<file path="config.mk">
export PLATFORM = sky130hd
export DESIGN_NAME = sdd_decimator
export DESIGN_NICKNAME = d
export VERILOG_FILES = /design/src/pkg/sdd_pkg.sv /design/src/design/sdd_sinc3.sv /design/src/design/sdd_halfband.sv /design/src/design/sdd_decimator.sv
export SDC_FILE = /design/constraint.sdc
export NUM_CORES = 2
export LEC_CHECK = 0
export BUFFER_PORTS_ARGS = -buffer_cell sky130_fd_sc_hd__buf_2
export CAP_MARGIN = 40
export CORE_ASPECT_RATIO = 0.9
export CORE_MARGIN = 5
export CORE_UTILIZATION = 46
export DETAILED_ROUTE_END_ITERATION = 8
export MAX_ROUTING_LAYER = met4
export RECOVER_POWER = 100
export SYNTH_ARGS = -nofsm -noshare
export SYNTH_HDL_FRONTEND = slang
export SYNTH_HIERARCHICAL = 1
export SYNTH_SLANG_ARGS = --single-unit
</file>
<file path="constraint.sdc">
create_clock -name clk_sys -period 9.6 [get_ports clk_sys]
set_clock_uncertainty 0.15 [all_clocks]
set_input_delay 0.48 -clock clk_sys [delete_from_list [all_inputs] [get_ports clk_sys]]
set_output_delay 0.48 -clock clk_sys [all_outputs]
set_load 0.01 [all_outputs]
</file>
<file path="src/pkg/sdd_pkg.sv">
// Purpose: Shared constants, states and helpers of the stereo decimator.
// Assumes: 25 MHz system clock, one-bit streams at 128 times the frame rate.
// Notes: Register offsets are byte addresses on a 32-bit AXI4-Lite bus.
package sdd_pkg;
  // ----------------------------------------
  // Filter shape
  // ----------------------------------------
  localparam int SINC_RATIO = 64;
  localparam int HB_RATIO = 2;
  localparam int TOTAL_RATIO = SINC_RATIO * HB_RATIO;
  localparam int SINC_W = 20;
  localparam int SAMPLE_W = 16;
  localparam int HB_TAPS = 7;
  localparam int HB_ACC_W = 26;
  localparam int HB_SHIFT = 8;
  localparam logic signed [HB_ACC_W-1:0] HB_C_OUTER = 26'sh3FFFFFF;
  localparam logic signed [HB_ACC_W-1:0] HB_C_INNER = 26'sh0000009;
  localparam logic signed [HB_ACC_W-1:0] HB_C_CENTRE = 26'sh0000010;
  localparam logic signed [SAMPLE_W-1:0] SAMPLE_MAX = 16'sh7FFF;
  localparam logic signed [SAMPLE_W-1:0] SAMPLE_MIN = 16'sh8000;
  // ----------------------------------------
  // Calibration and pins
  // ----------------------------------------
  localparam int CAL_SETTLE_FRAMES = 4;
  localparam int CAL_LOG2 = 4;
  localparam int CAL_FRAMES = 1 << CAL_LOG2;
  localparam int CAL_CNT_W = 5;
  localparam int CAL_ACC_W = SAMPLE_W + CAL_LOG2;
  localparam int SYNC_PINS = 6;
  // ----------------------------------------
  // Register map
  // ----------------------------------------
  localparam logic [7:0] ADDR_CTRL = 8'h00;
  localparam logic [7:0] ADDR_STATUS = 8'h04;
  localparam logic [7:0] ADDR_OFFSET_L = 8'h08;
  localparam logic [7:0] ADDR_OFFSET_R = 8'h0C;
  localparam logic [7:0] ADDR_SAMPLE_L = 8'h10;
  localparam logic [7:0] ADDR_SAMPLE_R = 8'h14;
  localparam int CTRL_STANDBY = 0;
  localparam int CTRL_CAL_CHIP = 1;
  localparam int CTRL_CAL_SYS = 2;
  localparam int STAT_CAL_ACTIVE = 0;
  localparam int STAT_CAL_SYS = 1;
  localparam int STAT_STANDBY = 2;
  localparam logic [1:0] RESP_OKAY = 2'h0;
  localparam logic [1:0] RESP_SLVERR = 2'h2;

  typedef enum logic [1:0] {
    SDD_CAL_IDLE = 2'b00,
    SDD_CAL_SETTLE = 2'b01,
    SDD_CAL_MEASURE = 2'b10
  } sdd_cal_state_t;

  function automatic logic signed [SAMPLE_W-1:0] sdd_sat16(
      input logic signed [HB_ACC_W-1:0] v);
    logic signed [SAMPLE_W-1:0] r;
    if (v > HB_ACC_W'(SAMPLE_MAX)) begin
      r = SAMPLE_MAX;
    end else if (v < HB_ACC_W'(SAMPLE_MIN)) begin
      r = SAMPLE_MIN;
    end else begin
      r = v[SAMPLE_W-1:0];
    end
    return r;
  endfunction
endpackage

</file>
<file path="src/design/sdd_sinc3.sv">
// Purpose: Third-order comb decimator for one one-bit stream.
// Assumes: bitStrobe marks one new modulator bit per pulse.
// Notes: Integrators wrap on purpose; the combs undo the wrap.
`timescale 1ns/10ps
`default_nettype none
module sdd_sinc3 #(
  parameter int RATIO = sdd_pkg::SINC_RATIO,
  parameter int W = sdd_pkg::SINC_W
) (
  input wire logic clk_sys,
  input wire logic arst_n,
  input wire logic run,
  input wire logic align,
  input wire logic bitStrobe,
  input wire logic bitIn,
  output logic signed [W-1:0] sincOut,
  output logic sincValid
);
  localparam int CNT_W = $clog2(RATIO);
  localparam logic signed [W-1:0] PLUS_ONE = {{(W-1){1'b0}}, 1'b1};
  localparam logic signed [W-1:0] MINUS_ONE = {W{1'b1}};

  logic signed [W-1:0] integ1, integ2, integ3, dly1, dly2, dly3;
  logic [CNT_W-1:0] phase;
  wire logic signed [W-1:0] inVal = bitIn ? PLUS_ONE : MINUS_ONE;
  wire logic signed [W-1:0] comb1 = integ3 - dly1;
  wire logic signed [W-1:0] comb2 = comb1 - dly2;
  wire logic signed [W-1:0] comb3 = comb2 - dly3;
  wire logic take = run && bitStrobe;
  wire logic dump = take && (phase == CNT_W'(RATIO - 1));

  always_ff @(posedge clk_sys or negedge arst_n) begin
    if (!arst_n) begin
      integ1 <= '0;
      integ2 <= '0;
      integ3 <= '0;
      dly1 <= '0;
      dly2 <= '0;
      dly3 <= '0;
      phase <= '0;
      sincOut <= '0;
      sincValid <= 1'b0;
    end else begin
      sincValid <= dump;
      if (take) begin
        integ1 <= integ1 + inVal;
        integ2 <= integ2 + integ1;
        integ3 <= integ3 + integ2;
      end
      if (align) begin
        phase <= '0;
      end else if (take) begin
        phase <= phase + CNT_W'(1);
      end
      if (dump) begin
        dly1 <= integ3;
        dly2 <= comb1;
        dly3 <= comb2;
        sincOut <= comb3;
      end
    end
  end
endmodule
`default_nettype wire

</file>
<file path="src/design/sdd_halfband.sv">
// Purpose: Seven-tap half-band FIR decimating by two.
// Assumes: Taps -1 0 9 16 9 0 -1, gain 32, scaled to 16 bits.
// Notes: Zero taps cost nothing; only five terms are summed.
`timescale 1ns/10ps
`default_nettype none
module sdd_halfband #(
  parameter int IN_W = sdd_pkg::SINC_W
) (
  input wire logic clk_sys,
  input wire logic arst_n,
  input wire logic run,
  input wire logic align,
  input wire logic inValid,
  input wire logic signed [IN_W-1:0] inData,
  output logic signed [sdd_pkg::SAMPLE_W-1:0] outData,
  output logic outValid
);
  localparam int AW = sdd_pkg::HB_ACC_W;
  logic signed [IN_W-1:0] tap [0:sdd_pkg::HB_TAPS-1];
  logic phase;
  wire logic take = run && inValid;
  wire logic signed [AW-1:0] acc =
      sdd_pkg::HB_C_OUTER * AW'(tap[0]) +
      sdd_pkg::HB_C_INNER * AW'(tap[2]) +
      sdd_pkg::HB_C_CENTRE * AW'(tap[3]) +
      sdd_pkg::HB_C_INNER * AW'(tap[4]) +
      sdd_pkg::HB_C_OUTER * AW'(tap[6]);
  wire logic signed [AW-1:0] scaled = acc >>> sdd_pkg::HB_SHIFT;

  always_ff @(posedge clk_sys or negedge arst_n) begin
    if (!arst_n) begin
      for (int i = 0; i < sdd_pkg::HB_TAPS; i++) begin
        tap[i] <= '0;
      end
      phase <= 1'b0;
    end else begin
      if (take) begin
        tap[0] <= inData;
        for (int i = 1; i < sdd_pkg::HB_TAPS; i++) begin
          tap[i] <= tap[i-1];
        end
      end
      if (align) begin
        phase <= 1'b0;
      end else if (take) begin
        phase <= ~phase;
      end
    end
  end

  // Output computed one cycle after every second input
  logic fire;
  always_ff @(posedge clk_sys or negedge arst_n) begin
    if (!arst_n) begin
      fire <= 1'b0;
      outValid <= 1'b0;
      outData <= '0;
    end else begin
      fire <= take && phase;
      outValid <= fire;
      if (fire) begin
        outData <= sdd_pkg::sdd_sat16(scaled);
      end
    end
  end
endmodule
`default_nettype wire

</file>
<file path="src/design/sdd_decimator.sv">
// Purpose: Stereo one-bit to 16-bit decimator with offset calibration.
// Assumes: Modulator clock and bits arrive on pins, slower than clk_sys/4.
// Notes: Registers over AXI4-Lite; outputs hold during calibration.
`timescale 1ns/10ps
`default_nettype none
module sdd_decimator #(
  parameter int ADDR_W = 8
) (
  input wire logic clk_sys,
  input wire logic arst_n,
  // Modulator side pins
  input wire logic modClk,
  input wire logic modBitLeft,
  input wire logic modBitRight,
  input wire logic adc_frame_sync,
  input wire logic calChipReq,
  input wire logic calSystemReq,
  output logic analogShortToRef,
  output logic calActive,
  output logic [sdd_pkg::SAMPLE_W-1:0] left_sample_out,
  output logic [sdd_pkg::SAMPLE_W-1:0] right_sample_out,
  output logic sampleValid,
  // AXI4-Lite slave
  input wire logic [ADDR_W-1:0] s_axi_awaddr,
  input wire logic s_axi_awvalid,
  output logic s_axi_awready,
  input wire logic [31:0] s_axi_wdata,
  input wire logic [3:0] s_axi_wstrb,
  input wire logic s_axi_wvalid,
  output logic s_axi_wready,
  output logic [1:0] s_axi_bresp,
  output logic s_axi_bvalid,
  input wire logic s_axi_bready,
  input wire logic [ADDR_W-1:0] s_axi_araddr,
  input wire logic s_axi_arvalid,
  output logic s_axi_arready,
  output logic [31:0] s_axi_rdata,
  output logic [1:0] s_axi_rresp,
  output logic s_axi_rvalid,
  input wire logic s_axi_rready
);
  localparam int SW = sdd_pkg::SAMPLE_W;
  localparam int NP = sdd_pkg::SYNC_PINS;
  localparam int PIN_CLK = 0;
  localparam int PIN_BL = 1;
  localparam int PIN_BR = 2;
  localparam int PIN_SYNC = 3;
  localparam int PIN_CCHIP = 4;
  localparam int PIN_CSYS = 5;

  // ----------------------------------------
  // Pin synchronisers
  // ----------------------------------------
  // Only plain flops, so stopping modClk loses nothing
  logic [NP-1:0] pinMeta, pinSync, pinLast;
  wire logic [NP-1:0] pinRaw = {calSystemReq, calChipReq, adc_frame_sync,
                                modBitRight, modBitLeft, modClk};

  always_ff @(posedge clk_sys or negedge arst_n) begin
    if (!arst_n) begin
      pinMeta <= '0;
      pinSync <= '0;
      pinLast <= '0;
    end else begin
      pinMeta <= pinRaw;
      pinSync <= pinMeta;
      pinLast <= pinSync;
    end
  end

  wire logic [NP-1:0] pinRise = pinSync & ~pinLast;
  wire logic bitStrobe = pinRise[PIN_CLK];
  wire logic frameEdge = pinRise[PIN_SYNC];
  wire logic chipEdge = pinRise[PIN_CCHIP];
  wire logic sysEdge = pinRise[PIN_CSYS];

  // ----------------------------------------
  // Control registers
  // ----------------------------------------
  logic standby;
  logic swCalChip;
  logic swCalSys;
  wire logic run = !standby;

  // ----------------------------------------
  // Filter chains
  // ----------------------------------------
  wire logic signed [sdd_pkg::SINC_W-1:0] sincL, sincR;
  wire logic sincValidL, sincValidR;
  wire logic signed [SW-1:0] rawL, rawR;
  wire logic hbValidL, hbValidR;

  sdd_sinc3 u_sinc_left (
    .clk_sys(clk_sys),
    .arst_n(arst_n),
    .run(run),
    .align(frameEdge),
    .bitStrobe(bitStrobe),
    .bitIn(pinSync[PIN_BL]),
    .sincOut(sincL),
    .sincValid(sincValidL)
  );

  sdd_sinc3 u_sinc_right (
    .clk_sys(clk_sys),
    .arst_n(arst_n),
    .run(run),
    .align(frameEdge),
    .bitStrobe(bitStrobe),
    .bitIn(pinSync[PIN_BR]),
    .sincOut(sincR),
    .sincValid(sincValidR)
  );

  sdd_halfband u_hb_left (
    .clk_sys(clk_sys),
    .arst_n(arst_n),
    .run(run),
    .align(frameEdge),
    .inValid(sincValidL),
    .inData(sincL),
    .outData(rawL),
    .outValid(hbValidL)
  );

  sdd_halfband u_hb_right (
    .clk_sys(clk_sys),
    .arst_n(arst_n),
    .run(run),
    .align(frameEdge),
    .inValid(sincValidR),
    .inData(sincR),
    .outData(rawR),
    .outValid(hbValidR)
  );

  // ----------------------------------------
  // Calibration sequencer
  // ----------------------------------------
  sdd_pkg::sdd_cal_state_t calState, next_calState;
  logic calSystem;
  logic [sdd_pkg::CAL_CNT_W-1:0] calCount;
  logic signed [sdd_pkg::CAL_ACC_W-1:0] accL, accR;
  logic signed [SW-1:0] offsetL, offsetR;

  wire logic calStart = run && (chipEdge || sysEdge || swCalChip || swCalSys);
  wire logic calPickSys = sysEdge || swCalSys;
  wire logic frameDone = hbValidL;
  wire logic settleEnd =
      calCount == sdd_pkg::CAL_CNT_W'(sdd_pkg::CAL_SETTLE_FRAMES - 1);
  wire logic measureEnd =
      calCount == sdd_pkg::CAL_CNT_W'(sdd_pkg::CAL_FRAMES - 1);
  wire logic signed [sdd_pkg::CAL_ACC_W-1:0] sumL =
      accL + sdd_pkg::CAL_ACC_W'(rawL);
  wire logic signed [sdd_pkg::CAL_ACC_W-1:0] sumR =
      accR + sdd_pkg::CAL_ACC_W'(rawR);
  wire logic signed [sdd_pkg::CAL_ACC_W-1:0] avgL =
      sumL >>> sdd_pkg::CAL_LOG2;
  wire logic signed [sdd_pkg::CAL_ACC_W-1:0] avgR =
      sumR >>> sdd_pkg::CAL_LOG2;
  wire logic storeOffsets =
      (calState == sdd_pkg::SDD_CAL_MEASURE) && frameDone && measureEnd;

  always_comb begin
    next_calState = calState;
    case (calState)
      sdd_pkg::SDD_CAL_IDLE: begin
        if (calStart) begin
          next_calState = sdd_pkg::SDD_CAL_SETTLE;
        end
      end
      sdd_pkg::SDD_CAL_SETTLE: begin
        // Filter history still holds pre-calibration input
        if (frameDone && settleEnd) begin
          next_calState = sdd_pkg::SDD_CAL_MEASURE;
        end
      end
      sdd_pkg::SDD_CAL_MEASURE: begin
        if (storeOffsets) begin
          next_calState = sdd_pkg::SDD_CAL_IDLE;
        end
      end
      default: begin
        next_calState = sdd_pkg::SDD_CAL_IDLE;
      end
    endcase
  end

  wire logic countReset = (calState != next_calState);
  wire logic inCal = (calState != sdd_pkg::SDD_CAL_IDLE);

  always_ff @(posedge clk_sys or negedge arst_n) begin
    if (!arst_n) begin
      calState <= sdd_pkg::SDD_CAL_IDLE;
      calSystem <= 1'b0;
      calCount <= '0;
    end else begin
      calState <= next_calState;
      if (calState == sdd_pkg::SDD_CAL_IDLE && calStart) begin
        calSystem <= calPickSys;
      end
      if (countReset) begin
        calCount <= '0;
      end else if (inCal && frameDone) begin
        calCount <= calCount + sdd_pkg::CAL_CNT_W'(1);
      end
    end
  end

  always_ff @(posedge clk_sys or negedge arst_n) begin
    if (!arst_n) begin
      accL <= '0;
      accR <= '0;
      offsetL <= '0;
      offsetR <= '0;
    end else begin
      if (calState != sdd_pkg::SDD_CAL_MEASURE) begin
        accL <= '0;
        accR <= '0;
      end else if (frameDone) begin
        accL <= sumL;
        accR <= sumR;
      end
      if (storeOffsets) begin
        offsetL <= avgL[SW-1:0];
        offsetR <= avgR[SW-1:0];
      end
    end
  end

  // ----------------------------------------
  // Corrected outputs
  // ----------------------------------------
  wire logic signed [sdd_pkg::HB_ACC_W-1:0] diffL =
      sdd_pkg::HB_ACC_W'(rawL) - sdd_pkg::HB_ACC_W'(offsetL);
  wire logic signed [sdd_pkg::HB_ACC_W-1:0] diffR =
      sdd_pkg::HB_ACC_W'(rawR) - sdd_pkg::HB_ACC_W'(offsetR);
  wire logic emit = frameDone && !inCal && run;

  always_ff @(posedge clk_sys or negedge arst_n) begin
    if (!arst_n) begin
      left_sample_out <= '0;
      right_sample_out <= '0;
      sampleValid <= 1'b0;
      calActive <= 1'b0;
      analogShortToRef <= 1'b0;
    end else begin
      sampleValid <= emit;
      if (emit) begin
        left_sample_out <= sdd_pkg::sdd_sat16(diffL);
        right_sample_out <= sdd_pkg::sdd_sat16(diffR);
      end
      calActive <= (next_calState != sdd_pkg::SDD_CAL_IDLE);
      // System calibration leaves the conditioning path in circuit
      analogShortToRef <= (next_calState != sdd_pkg::SDD_CAL_IDLE) &&
          !((calState == sdd_pkg::SDD_CAL_IDLE) ? calPickSys : calSystem);
    end
  end

  // ----------------------------------------
  // AXI4-Lite write path
  // ----------------------------------------
  logic awTaken, wTaken;
  logic [ADDR_W-1:0] wrAddr;
  logic [31:0] wrData;
  logic [3:0] wrStrb;
  wire logic awFire = s_axi_awvalid && s_axi_awready;
  wire logic wFire = s_axi_wvalid && s_axi_wready;
  wire logic doWrite = awTaken && wTaken && !s_axi_bvalid;
  wire logic wrCtrl = doWrite && (wrAddr[7:0] == sdd_pkg::ADDR_CTRL);
  wire logic wrHit = wrAddr[7:0] == sdd_pkg::ADDR_CTRL;
  wire logic ctrlLane = wrCtrl && wrStrb[0];

  always_ff @(posedge clk_sys or negedge arst_n) begin
    if (!arst_n) begin
      s_axi_awready <= 1'b1;
      s_axi_wready <= 1'b1;
      s_axi_bvalid <= 1'b0;
      s_axi_bresp <= sdd_pkg::RESP_OKAY;
      awTaken <= 1'b0;
      wTaken <= 1'b0;
      wrAddr <= '0;
      wrData <= '0;
      wrStrb <= '0;
    end else begin
      if (awFire) begin
        s_axi_awready <= 1'b0;
        awTaken <= 1'b1;
        wrAddr <= s_axi_awaddr;
      end
      if (wFire) begin
        s_axi_wready <= 1'b0;
        wTaken <= 1'b1;
        wrData <= s_axi_wdata;
        wrStrb <= s_axi_wstrb;
      end
      if (doWrite) begin
        awTaken <= 1'b0;
        wTaken <= 1'b0;
        s_axi_bvalid <= 1'b1;
        s_axi_bresp <= wrHit ? sdd_pkg::RESP_OKAY : sdd_pkg::RESP_SLVERR;
      end
      if (s_axi_bvalid && s_axi_bready) begin
        s_axi_bvalid <= 1'b0;
        s_axi_awready <= 1'b1;
        s_axi_wready <= 1'b1;
      end
    end
  end

  // Start bits self-clear: one write gives one calibration if idle and not setting standby
  always_ff @(posedge clk_sys or negedge arst_n) begin
    if (!arst_n) begin
      standby <= 1'b0;
      swCalChip <= 1'b0;
      swCalSys <= 1'b0;
    end else begin
      if (ctrlLane) begin
        standby <= wrData[sdd_pkg::CTRL_STANDBY];
      end
      swCalChip <= ctrlLane && wrData[sdd_pkg::CTRL_CAL_CHIP];
      swCalSys <= ctrlLane && wrData[sdd_pkg::CTRL_CAL_SYS] &&
                  !wrData[sdd_pkg::CTRL_CAL_CHIP];
    end
  end

  // ----------------------------------------
  // AXI4-Lite read path
  // ----------------------------------------
  wire logic arFire = s_axi_arvalid && s_axi_arready;
  wire logic [7:0] rdAddr = s_axi_araddr[7:0];
  wire logic [31:0] statusWord = {29'h0, standby, calSystem, inCal};
  wire logic rdHit = (rdAddr == sdd_pkg::ADDR_CTRL) ||
                     (rdAddr == sdd_pkg::ADDR_STATUS) ||
                     (rdAddr == sdd_pkg::ADDR_OFFSET_L) ||
                     (rdAddr == sdd_pkg::ADDR_OFFSET_R) ||
                     (rdAddr == sdd_pkg::ADDR_SAMPLE_L) ||
                     (rdAddr == sdd_pkg::ADDR_SAMPLE_R);
  wire logic [31:0] rdMux =
      (rdAddr == sdd_pkg::ADDR_CTRL) ? {31'h0, standby} :
      (rdAddr == sdd_pkg::ADDR_STATUS) ? statusWord :
      (rdAddr == sdd_pkg::ADDR_OFFSET_L) ? {16'h0, offsetL} :
      (rdAddr == sdd_pkg::ADDR_OFFSET_R) ? {16'h0, offsetR} :
      (rdAddr == sdd_pkg::ADDR_SAMPLE_L) ? {16'h0, left_sample_out} :
      (rdAddr == sdd_pkg::ADDR_SAMPLE_R) ? {16'h0, right_sample_out} :
      32'h0;

  always_ff @(posedge clk_sys or negedge arst_n) begin
    if (!arst_n) begin
      s_axi_arready <= 1'b1;
      s_axi_rvalid <= 1'b0;
      s_axi_rdata <= '0;
      s_axi_rresp <= sdd_pkg::RESP_OKAY;
    end else begin
      if (arFire) begin
        s_axi_arready <= 1'b0;
        s_axi_rvalid <= 1'b1;
        s_axi_rdata <= rdMux;
        s_axi_rresp <= rdHit ? sdd_pkg::RESP_OKAY : sdd_pkg::RESP_SLVERR;
      end
      if (s_axi_rvalid && s_axi_rready) begin
        s_axi_rvalid <= 1'b0;
        s_axi_arready <= 1'b1;
      end
    end
  end
endmodule
`default_nettype wire

</file>
==> results by group <==
Route
  • 1st-pass router iterations: 5
  • Initial DRC Count: ~2200
  • Detail Route Antenna Nets: 0
  • Avg Vias per Cell: ~5.2
  • Drt wl/cell: ~16 um
  • Remaining DRCs: 0
  • Via count: 38500
  • WL final: 116000 um

Clock network
  • Clk buf depth: 3
  • Cts repair resizes: 0
  • Clock Tree Root: clkbuf_16
  • CTS tree: built
  • CTS H-tree lvls: 3
  • Clock Latency Late Sink: about 700 ps
  • Clock sink count: 782
  • CTS buffer count: 90
  • Clock-pin transition on the worst setup and hold timing paths: 60 ps

Timing
  • Setup violators final: 0
  • Slew @ Worst Pin: roughly 5800 ps
  • RSZ-0062 raised after global routing: no
  • Max Clk Rate: around 120 MHz
  • Fin crit share: 0.853
  • Setup ws final: 1410 ps
  • Setup_tns: 0 ps
  • Fin. Hold Viols: 0
  • Final Slew Violations: about 1300
  • Worst hold slack: ~170 ps
  • Fin crit period: 8190 ps
  • Rel. slew slack: -2.86

Finish
  • Layout area overhead: 9.49%
  • Nets: around 6500
  • Fillers: 10900
  • Layout cell share with drive strength beyond 1: 0.0941
  • Post-route cell area: 59400 um2
  • Top Registers: u_hb_left/tap (140), u_hb_right/tap (140)

GRT
  • First-pass GRT wire length: about 200000 um
  • Largest net degree at the start of global routing: 150
  • Total gr overflow: 0
  • GR Util All Layers: 0.193
  • Initial antenna violation count: 2
  • Vias in the first global route: approximately 38000

Setup path
  • Setup CP Type: reg -> reg
  • CP endpoint kind: flop
  • Reg2reg end: u_hb_right/outData[0]$_DFFE_PN0P_
  • CP max FO: 14
  • Largest stage delay on the critical path: 1000 ps
  • Crit-path slowest cell: o21ai_1
  • Worst-case register-to-register setup slack: between 1000 and 1500 ps
  • Data required time of the worst path: around 9900 ps
  • Setup crit start kind: flop
  • R2R depth: 29
  • R2r startpoint: u_hb_right/tap[81]$_DFFE_PN0P_
  • Crit path arrival time: around 8500 ps

Die
  • Row count: ~120
  • I/O Pins: approximately 140
  • CORE AREA: about 120000 um2
  • DIE AREA: about 120000 um2
  • Die height: 336 um
  • Die width: 372 um
  • Initial Utilization: 0.464

Placed design
  • DP Area: between 50000 and 60000 um2
  • GP Congestion: between 0.8 and 0.9
  • Place WS: a little under 2000 ps
  • Hpwl dp: about 88000 um
  • I/O Buffers: 90

Min path
  • Hold-critical path endpoint: s_axi_rdata[1]$_DFFE_PN0P_
  • Hold Path Class: in -> reg
  • Hold_sp: s_axi_araddr[0]
  • Cell depth of the worst min-delay path: 5

Power and ir drop
  • Power Total: 16.7 mW
  • Leak: 28.7 nW
  • PwrDens: between 200 and 300 nW/um2
  • VDD IR max: roughly 0.23 mV

Run status
  • Result of the run: finished with violations
  • Failing checks: capacitance limit, slew limit

Synthesis
  • Syn avg cell area: ~9.7 um2
  • Yosys warns: 6
  • Post-Syn Instances: ~5600
  • Area of the mapped netlist: around 54000 um2

Job
  • Number of max-cap violations: 20
worst max-delay path, delay by kind of cell, from the launching register on:
kind	cells	cell delay (ps)
buffers and inverters	3	180
flip-flops	1	420
AND/OR/NAND/NOR	5	480
adder cells (fa/ha/maj)	8	2810
XOR/XNOR	2	500
AO/OA/AOI/OAI	11	3470
cells in the final DEF, fill, tap and decap left out, types with 100 or more instances in the layout:
| cell | instances |
|---|---|
| nor2_1 | 253 |
| a21oi_1 | 262 |
| clkbuf_1 | 100 |
| ha_1 | 532 |
| o21ai_0 | 491 |
| inv_1 | 668 |
| mux2_2 | 237 |
| xor2_1 | 104 |
| fa_1 | 186 |
| xnor2_1 | 203 |
| a21o_1 | 140 |
| nand2_1 | 573 |
| dfrtp_1 | 779 |
final cells by class:
type | instances | area [um2] | share of cell area
Antenna cell | 1 | 2.50 | 0.0000421
Clock buffer | 129 | 2630 | 0.0442
Clock inverter | 35 | 484 | 0.00815
Inverter | 669 | 2510 | 0.0423
Multi-Input combinational cell | 3982 | 31300 | 0.527
Sequential cell | 782 | 19600 | 0.329
Tap cell | 1573 | 1970 | 0.0331
Timing Repair Buffer | 160 | 931 | 0.0157
power by group:
group / leakage (nW) / switching (mW) / internal, mW
combinational: 16.5 / 5.20 / 4.01
clock: 1.53 / 1.44 / 2.13
sequential: 10.6 / 0.328 / 3.60
total: 28.7 / 6.97 / 9.74
metrics by stage:
| step | std cells | utilization |
|---|---|---|
| floorplan | 5607 | - |
| global placement | 7123 | 0.481 |
| detailed placement | 7137 | 0.483 |
| CTS | 7330 | 0.512 |
| global route | 7330 | 0.508 |
| finish | 7331 | 0.508 |
timing repair:
action	4_1_cts	5_1_grt
buffers inserted	0	0
hold endpoints to repair	125	0
hold buffers	29	0
per-layer routing:
layer	GRT usage	up-vias	share of wire
met3	0.0251	144	0.029
li1	-	19500	-
met4	0.0373	0	0.018
met1	0.269	18400	0.50
met5	-	-	0
met2	0.307	430	0.45
worst max path at each step:
stage	depth (start not counted)	startpoint	slack [ps]	to
after global routing	29	u_hb_right/tap[81]$_DFFE_PN0P_	800	u_hb_right/outData[0]$_DFFE_PN0P_
after global placement	29	u_hb_right/tap[84]$_DFFE_PN0P_	1900	u_hb_right/outData[2]$_DFFE_PN0P_
after CTS	29	u_hb_right/tap[84]$_DFFE_PN0P_	1890	u_hb_right/outData[0]$_DFFE_PN0P_
final	29	u_hb_right/tap[81]$_DFFE_PN0P_	1410	u_hb_right/outData[0]$_DFFE_PN0P_
after floorplan	30	u_hb_right/tap[81]$_DFFE_PN0P_	2930	u_hb_right/outData[10]$_DFFE_PN0P_
after detailed placement	29	u_hb_right/tap[84]$_DFFE_PN0P_	1950	u_hb_right/outData[9]$_DFFE_PN0P_
No activity file was read; power rests on OpenSTA's default activity.
